File: config.mk
export PLATFORM = sky130hd
export DESIGN_NAME = cpd_decoder
export DESIGN_NICKNAME = d
export VERILOG_FILES = /design/src/cpd_pkg.sv /design/src/cpd_decoder.sv
export VERILOG_INCLUDE_DIRS = /design/src
export SDC_FILE = /design/constraint.sdc
export NUM_CORES = 1
export LEC_CHECK = 0
export BUFFER_PORTS_ARGS = -buffer_cell sky130_fd_sc_hd__buf_2
export CORE_MARGIN = 4
export CORE_UTILIZATION = 50
export CTS_BUF_LIST = sky130_fd_sc_hd__clkbuf_2
export DETAILED_ROUTE_END_ITERATION = 6
export PLACE_DENSITY = 0.77
export SLEW_MARGIN = 30
export SYNTH_ARGS = -nofsm -noshare
export SYNTH_HDL_FRONTEND = slang
export SYNTH_SLANG_ARGS = --single-unit
File: constraint.sdc
create_clock -name CLK_SYS -period 3.8 [get_ports CLK_SYS]
set_input_delay 0.76 -clock CLK_SYS [delete_from_list [all_inputs] [get_ports CLK_SYS]]
set_output_delay 0.76 -clock CLK_SYS [all_outputs]
set_load 0.02 [all_outputs]
File: src/cpd_cfg.svh
// Constants for the control packet decoder
`ifndef CPD_CFG_SVH
`define CPD_CFG_SVH
// Command codes
`define CPD_CMD_WR 4'h1
`define CPD_CMD_RD 4'h2
// Packet field positions
`define CPD_CMD_MSB 31
`define CPD_ADDR_MSB 27
`define CPD_DATA_MSB 15
// Reset values
`define CPD_PKT_RST 32'h0000_0000
`define CPD_BYTE_RST 8'h00
// Clock period in ns
`define CPD_CLK_NS 100
// Longest gap between bytes of one packet, ns; rounds down
`define CPD_GAP_NS 10000
`define CPD_GAP_CYC 8'((`CPD_GAP_NS) / (`CPD_CLK_NS))
// Least strobe high and low time on replies, ns; rounds up
`define CPD_STB_NS 300
`define CPD_STB_CYC 8'(((`CPD_STB_NS) + (`CPD_CLK_NS) - 1) / (`CPD_CLK_NS))
`endif

File: src/cpd_pkg.sv
// Types for the control packet decoder
package cpd_pkg;
  // Decoder states, one-hot
  typedef enum logic [3:0] {
    S_RX    = 4'b0001,
    S_RDCAP = 4'b0010,
    S_TXHI  = 4'b0100,
    S_TXLO  = 4'b1000
  } cpd_state_e;
  // Packet as it lies on the link, byte 3 first
  typedef struct packed {
    logic [3:0] cmd;
    logic [11:0] addr;
    logic [15:0] data;
  } cpd_pkt_s;
  // Request toward the register file
  typedef struct packed {
    logic wr;
    logic rd;
    logic [11:0] addr;
    logic [15:0] wdata;
  } cpd_req_s;
endpackage

File: src/cpd_decoder.sv
// Control link packet decoder with read reply
`timescale 1ns/10ps
`default_nettype none
`include "cpd_cfg.svh"
module cpd_decoder (
  // Clock and reset
  input wire logic CLK_SYS,
  input wire logic RST,
  // Control link port, host side pins
  input wire logic LINK_HOST_STB,
  input wire logic [7:0] LINK_HOST_DATA,
  output logic [7:0] LINK_REPLY_DATA,
  output logic LINK_OE_N,
  output logic LINK_REPLY_STB,
  // Register file side
  output cpd_pkg::cpd_req_s REG_REQ,
  input wire logic [15:0] REG_RD_DATA,
  output logic PKT_ERR
);
  // Synchroniser stages for pins
  logic stb_s1_q, stb_s2_q, stb_s3_q;
  logic stb_s1_d, stb_s2_d, stb_s3_d;
  logic [7:0] dat_s1_q, dat_s2_q, dat_s1_d, dat_s2_d;
  // Decoder state
  cpd_pkg::cpd_state_e st_q, st_d;
  // Bytes gathered so far
  logic [1:0] cnt_q, cnt_d;
  // Assembly register for the incoming packet
  cpd_pkg::cpd_pkt_s pkt_q, pkt_d;
  // Gap timer while receiving, hold timer while replying
  logic [7:0] tmr_q, tmr_d;
  // Captured reply word and byte index
  logic [15:0] txd_q, txd_d;
  logic idx_q, idx_d;
  // Registered outputs
  cpd_pkg::cpd_req_s req_q, req_d;
  logic err_q, err_d;
  logic [7:0] out_q, out_d;
  logic oe_n_q, oe_n_d, stbo_q, stbo_d;
  // Byte taken on a rising host strobe, only while listening
  logic byte_take;

  // Synchroniser next values; first stage feeds only the second
  always_comb begin
    stb_s1_d = LINK_HOST_STB;
    stb_s2_d = stb_s1_q;
    stb_s3_d = stb_s2_q;
    dat_s1_d = LINK_HOST_DATA;
    dat_s2_d = dat_s1_q;
  end

  // Synchroniser registers
  always_ff @(posedge CLK_SYS) begin
    if (RST) begin
      stb_s1_q <= 1'b0;
      stb_s2_q <= 1'b0;
      stb_s3_q <= 1'b0;
      dat_s1_q <= `CPD_BYTE_RST;
      dat_s2_q <= `CPD_BYTE_RST;
    end else begin
      stb_s1_q <= stb_s1_d;
      stb_s2_q <= stb_s2_d;
      stb_s3_q <= stb_s3_d;
      dat_s1_q <= dat_s1_d;
      dat_s2_q <= dat_s2_d;
    end
  end

  assign byte_take = stb_s2_q & ~stb_s3_q & (st_q == cpd_pkg::S_RX);

  // Decoder next values
  always_comb begin
    st_d = st_q;
    cnt_d = cnt_q;
    pkt_d = pkt_q;
    tmr_d = tmr_q;
    txd_d = txd_q;
    idx_d = idx_q;
    req_d = req_q;
    req_d.wr = 1'b0;
    req_d.rd = 1'b0;
    err_d = 1'b0;
    out_d = out_q;
    oe_n_d = oe_n_q;
    stbo_d = stbo_q;
    case (st_q)
      // Listening: link released, bytes shift in
      cpd_pkg::S_RX: begin
        oe_n_d = 1'b1;
        stbo_d = 1'b0;
        if (byte_take) begin
          pkt_d = cpd_pkg::cpd_pkt_s'({pkt_q[23:0], dat_s2_q});
          tmr_d = 8'h00;
          cnt_d = cnt_q + 2'h1;
          if (cnt_q == 2'h3) begin
            if (pkt_d.cmd == `CPD_CMD_WR) begin
              req_d.wr = 1'b1;
              req_d.addr = pkt_d.addr;
              req_d.wdata = pkt_d.data;
            end else if (pkt_d.cmd == `CPD_CMD_RD) begin
              req_d.rd = 1'b1;
              req_d.addr = pkt_d.addr;
              st_d = cpd_pkg::S_RDCAP;
            end else begin
              err_d = 1'b1;
            end
          end
        end else if (cnt_q != 2'h0) begin
          if (tmr_q == `CPD_GAP_CYC - 8'h01) begin
            cnt_d = 2'h0;
            tmr_d = 8'h00;
            err_d = 1'b1;
          end else begin
            tmr_d = tmr_q + 8'h01;
          end
        end
      end
      // Register file answers in the same cycle as the read request
      cpd_pkg::S_RDCAP: begin
        txd_d = REG_RD_DATA;
        out_d = REG_RD_DATA[15:8];
        oe_n_d = 1'b0;
        stbo_d = 1'b1;
        idx_d = 1'b1;
        tmr_d = 8'h00;
        st_d = cpd_pkg::S_TXHI;
      end
      // Strobe high, byte stable
      cpd_pkg::S_TXHI: begin
        if (tmr_q == `CPD_STB_CYC - 8'h01) begin
          tmr_d = 8'h00;
          stbo_d = 1'b0;
          st_d = cpd_pkg::S_TXLO;
        end else begin
          tmr_d = tmr_q + 8'h01;
        end
      end
      // Strobe low; data held so the host sees a clean falling edge
      cpd_pkg::S_TXLO: begin
        if (tmr_q == `CPD_STB_CYC - 8'h01) begin
          tmr_d = 8'h00;
          if (idx_q) begin
            idx_d = 1'b0;
            out_d = txd_q[7:0];
            stbo_d = 1'b1;
            st_d = cpd_pkg::S_TXHI;
          end else begin
            oe_n_d = 1'b1;
            st_d = cpd_pkg::S_RX;
          end
        end else begin
          tmr_d = tmr_q + 8'h01;
        end
      end
      // Unknown code: back to listening
      default: begin
        st_d = cpd_pkg::S_RX;
        cnt_d = 2'h0;
        oe_n_d = 1'b1;
        stbo_d = 1'b0;
      end
    endcase
  end

  // Decoder registers
  always_ff @(posedge CLK_SYS) begin
    if (RST) begin
      st_q <= cpd_pkg::S_RX;
      cnt_q <= 2'h0;
      pkt_q <= `CPD_PKT_RST;
      tmr_q <= 8'h00;
      txd_q <= 16'h0000;
      idx_q <= 1'b0;
      req_q <= '0;
      err_q <= 1'b0;
      out_q <= `CPD_BYTE_RST;
      oe_n_q <= 1'b1;
      stbo_q <= 1'b0;
    end else begin
      st_q <= st_d;
      cnt_q <= cnt_d;
      pkt_q <= pkt_d;
      tmr_q <= tmr_d;
      txd_q <= txd_d;
      idx_q <= idx_d;
      req_q <= req_d;
      err_q <= err_d;
      out_q <= out_d;
      oe_n_q <= oe_n_d;
      stbo_q <= stbo_d;
    end
  end

  // Outputs straight from flip-flops
  assign REG_REQ = req_q;
  assign PKT_ERR = err_q;
  assign LINK_REPLY_DATA = out_q;
  assign LINK_OE_N = oe_n_q;
  assign LINK_REPLY_STB = stbo_q;

  // Checks beside the logic
  property p_link_only;
    @(posedge CLK_SYS) disable iff (RST)
    (REG_REQ.wr || REG_REQ.rd) |-> $past(byte_take);
  endproperty
  a_link_only: assert property (p_link_only) else $error("request without link byte");

  property p_cmd_wr;
    @(posedge CLK_SYS) disable iff (RST)
    (byte_take && cnt_q == 2'h3 && pkt_q[23:20] == `CPD_CMD_WR) |=> REG_REQ.wr && !REG_REQ.rd;
  endproperty
  a_cmd_wr: assert property (p_cmd_wr) else $error("write command not decoded");

  property p_addr;
    @(posedge CLK_SYS) disable iff (RST)
    (byte_take && cnt_q == 2'h3 && pkt_q[23:20] == `CPD_CMD_WR)
      |=> REG_REQ.addr == $past(pkt_q[19:8]);
  endproperty
  a_addr: assert property (p_addr) else $error("write address wrong");

  property p_wdata;
    @(posedge CLK_SYS) disable iff (RST)
    (byte_take && cnt_q == 2'h3 && pkt_q[23:20] == `CPD_CMD_WR)
      |=> REG_REQ.wdata == {$past(pkt_q[7:0]), $past(dat_s2_q)};
  endproperty
  a_wdata: assert property (p_wdata) else $error("write data wrong");

  property p_reject;
    @(posedge CLK_SYS) disable iff (RST)
    (byte_take && cnt_q == 2'h3 && pkt_q[23:20] != `CPD_CMD_WR
      && pkt_q[23:20] != `CPD_CMD_RD) |=> PKT_ERR && !REG_REQ.wr && !REG_REQ.rd;
  endproperty
  a_reject: assert property (p_reject) else $error("bad packet acted on");

  property p_whole;
    @(posedge CLK_SYS) disable iff (RST)
    $rose(REG_REQ.wr) |-> $past(cnt_q) == 2'h3 && cnt_q == 2'h0;
  endproperty
  a_whole: assert property (p_whole) else $error("write before full packet");

  property p_msb_first;
    @(posedge CLK_SYS) disable iff (RST)
    (st_q == cpd_pkg::S_RDCAP) |=> LINK_REPLY_DATA == $past(REG_RD_DATA[15:8]) && !LINK_OE_N
      ##6 LINK_REPLY_DATA == $past(REG_RD_DATA[7:0], 7);
  endproperty
  a_msb_first: assert property (p_msb_first) else $error("reply byte order wrong");

  property p_rd_layout;
    @(posedge CLK_SYS) disable iff (RST)
    (byte_take && cnt_q == 2'h3 && pkt_q[23:20] == `CPD_CMD_RD)
      |=> REG_REQ.rd && REG_REQ.addr == $past(pkt_q[19:8]);
  endproperty
  a_rd_layout: assert property (p_rd_layout) else $error("read packet misdecoded");

  property p_reply;
    @(posedge CLK_SYS) disable iff (RST)
    REG_REQ.rd |-> st_q == cpd_pkg::S_RDCAP ##1 LINK_REPLY_STB [*3] ##1 !LINK_REPLY_STB [*3]
      ##1 LINK_REPLY_STB [*3] ##1 !LINK_REPLY_STB [*3] ##1 LINK_OE_N;
  endproperty
  a_reply: assert property (p_reply) else $error("read reply sequence wrong");

  // Main scenarios
  c_write: cover property (@(posedge CLK_SYS) disable iff (RST) REG_REQ.wr);
  c_read: cover property (@(posedge CLK_SYS) disable iff (RST) REG_REQ.rd ##14 LINK_OE_N);
  c_badcmd: cover property (@(posedge CLK_SYS) disable iff (RST)
    PKT_ERR && $past(cnt_q) == 2'h3);
  c_stall: cover property (@(posedge CLK_SYS) disable iff (RST)
    PKT_ERR && $past(cnt_q) != 2'h3);
endmodule // cpd_decoder
`default_nettype wire

==> metrics.md <==
| Metric | Value |
|---|---|
| Run status | `finished clean` |
| Yosys reg bits | `between 100 and 150` |
| Final Worst Setup Slack | `about 840 ps` |
| FFs w/ async S/R, synth | `0%` |
| Hold WS | `roughly 380 ps` |
| Power Density | `about 380 nW/um^2` |
| MaxCap Viol Count | `0` |
| Final Cycle Share | `a little under 80%` |
| Die ar. | `9610 sq um` |
| # hold bufs at CTS | `0` |
| Critical path endpoint category | `flip-flop` |
| Hold crit path type | `input port to flip-flop` |
| Fin cells | `around 620` |
| Crit path launch type | `flip-flop` |
| Clock-pin slew on the worst setup and hold paths | `around 280 ps` |
| Synth Instances | `460` |
| Post-Route Setup TNS | `0 ps` |
| CTS buffer count | `9` |
| Post-synthesis net count | `about 490` |
| Clock root buffer master | `clkbuf_2` |
| Diodes inserted | `0` |
| Initial antenna violation count | `0` |
| Synth-to-layout area growth | `12.4%` |
| PortBufs | `67` |
| YS warnings | `0` |
| R2R Setup Slk | `around 840 ps` |
| Post-CTS sizing | `0` |
| Leakage power | `about 1.7 nW` |
| Min Tclk post-route | `approximately 3000 ps` |
| Max Root-Sink Buffers | `2` |
| # clock sinks | `~110` |
| Met1 WL | `between 3000 and 4000 microns` |
| Avg WL per Cell | `between 10 and 15 microns` |
| GP Congestion | `0.826` |
| Area of the mapped netlist | `4050 sq um` |
| Synthesized area per cell | `~9 sq um` |
| Post-CTS setup repair buffer count | `0` |
| GRT Total Usage | `roughly 17%` |
| FP Rows | `32` |
| Crit Path Max Fanout | `18` |
| Distinct cell type count after synthesis | `43` |
| Place WS | `roughly 900 ps` |
| Largest net degree at the start of global routing | `56` |
| Max Freq | `between 0.3 and 0.4 GHz` |
| Routed wl met2 | `around 3700 microns` |
| Core box area | `7810 sq um` |
| EDFF count, synth | `0` |
| Overall die height | `98.0 microns` |
| RSZ-0062 raised after global routing | `no` |
| Setup Skew | `42.4 ps` |
| Top_reg_cell synth | `dfxtp_1` |
| IO Pins | `68` |
| H-tree Lvls | `3` |
| Die X-Extent | `just under 100 microns` |
| Vias/cell | `5.19` |
| First-pass GRT wire length | `between 10,000 and 15,000 microns` |
| Seq/Total Area, Yosys | `a little over half` |
| Worst Path Class, Setup | `flip-flop to flip-flop` |
| Residual DRC count | `0` |
| Final ANT Viol Nets | `0` |
| CTS tree | `built` |
| 1st-iter DRT viols | `roughly 120` |
| Vias in the first global route | `3,031` |
| First-pass detailed-route iteration total | `4` |
| Arrival time of the worst setup path | `~3400 ps` |
| Worst-margin pin slew | `689 ps` |
| Top Metal Used | `met4` |
| Final setup fails | `0` |
| Share of cells above drive strength 1 | `between 10% and 20%` |
| Final WL | `~8000 microns` |
| Slew Limit Fails | `0` |
| Clock Latency Late Sink | `~560 ps` |
| CP required | `4220 ps` |
| Initial Utilization | `roughly half` |
| Fin util | `about 58%` |
| DPL Wire Length | `about 5500 microns` |
| Most common cell after layout, fill and taps aside | `nand2_1` |
| Fin. Hold Viols | `0` |
| Placed cell count | `between 600 and 700` |
| Most frequent cells in the layout | `nand2_1 (109), dfxtp_1 (107), buf_2 (66)` |
| Vias | `~3.2k` |
| Rel. slew slack | `53.6%` |
| VDD IR max | `approximately 0.26 mV` |
| Global route total overflow | `0` |
| # nets final | `between 500 and 600` |
| Routed met3 length | `between 400 and 500 microns` |
[report_power, final]
part           switching (mW)  internal (mW)
Combinational          0.0427         0.0270
Clock                   0.367          0.157
Sequential            0.00605           1.14
Total                   0.415           1.32
[metal layers]
layer,vias to the layer above,global-route usage (%)
met1,1465,22.2
met5,-,0
met3,4,4.57
li1,1667,-
met2,85,27.1
met4,0,6.60
[worst paths after layout]
kind                                              from                      end  depth (start not counted)
worst min register to register  dat_s2_q[1]$_SDFF_PP0_    pkt_q[1]$_SDFFE_PP0P_                          2
worst max register to register    st_q[0]$_SDFFE_PP1P_  REG_REQ[1]$_SDFFE_PP0P_                          5
worst min-delay path                 LINK_HOST_DATA[6]   dat_s1_q[6]$_SDFF_PP0_                          2
worst max-delay path              st_q[0]$_SDFFE_PP1P_  REG_REQ[1]$_SDFFE_PP0P_                          5
[flip-flops by register name (all words and copies together) (netlist names)]
register / count
dat_s1_q: 8
LINK_OE_N: 1
stb_s2_q: 1
tmr_q: 8
LINK_REPLY_DATA: 8
st_q: 4
stb_s1_q: 1
dat_s2_q: 8
PKT_ERR: 1
pkt_q: 24
cnt_q: 2
txd_q: 8
stb_s3_q: 1
idx_q: 1
REG_REQ: 30
LINK_REPLY_STB: 1
[cell type report]
class / instances / area, sq um
clock buffer: 9 / 45.0
clock inverter: 6 / 71.3
fill: 727 / 3250
inverter: 5 / 18.8
multi-input combinational: 318 / 1760
sequential: 107 / 2140
tap: 102 / 128
timing repair buffer: 74 / 390
[critical path, stage by stage, from the launching register on]
cell and delay, ps:
dfxtp_1 620, nor4b_2 530, and2_1 630, nand4_1 720, nand2_1 240, a21oi_1 90
[metrics by stage]
step / power [mW] / instance area, sq um
6_report: 1.74 / 4560
5_1_grt: 1.82 / 4560
4_1_cts: 1.76 / 4560
3_5_place_dp: 1.23 / 4440
3_3_place_gp: 1.23 / 4440
2_1_floorplan: 1.21 / 4050
[synthesized netlist by cell type (2+ instances only)]
cell	number	share of area, %
or4_1	2	0.37
nand2b_1	2	0.31
and3_1	2	0.31
o21ai_0	7	0.86
mux2i_1	21	5.2
a22o_1	4	0.86
nor2_1	29	2.7
or3_1	2	0.31
buf_2	10	1.2
nand2_1	109	10
and2_1	2	0.31
a31oi_1	2	0.31
a211oi_1	10	1.9
buf_6	2	0.56
nand3b_1	2	0.37
xnor2_1	2	0.43
nor3b_1	2	0.37
inv_1	5	0.46
nand3_1	7	0.86
nand4_1	2	0.31
a21oi_1	54	6.7
nor4b_1	2	0.43
nor2b_1	27	4.2
clkbuf_1	15	1.4
dfxtp_1	107	53
buf_1	2	0.19
nor3_1	4	0.49
ha_1	4	1.2
o31ai_1	5	0.93
nor4_1	3	0.46
[kinds of logic after synthesis]
family,count (synthesis),share of synthesized area (%)
AOI/OAI and AO/OA,90,13.3
and+or+nand+nor,201,22.9
muxes,21,5.19
DFF,107,52.9
xor gates and xnor gates,2,0.432
buffers and inverters,35,4.01
adders and majority gates,4,1.23
(Power assumes the default switching activity.)
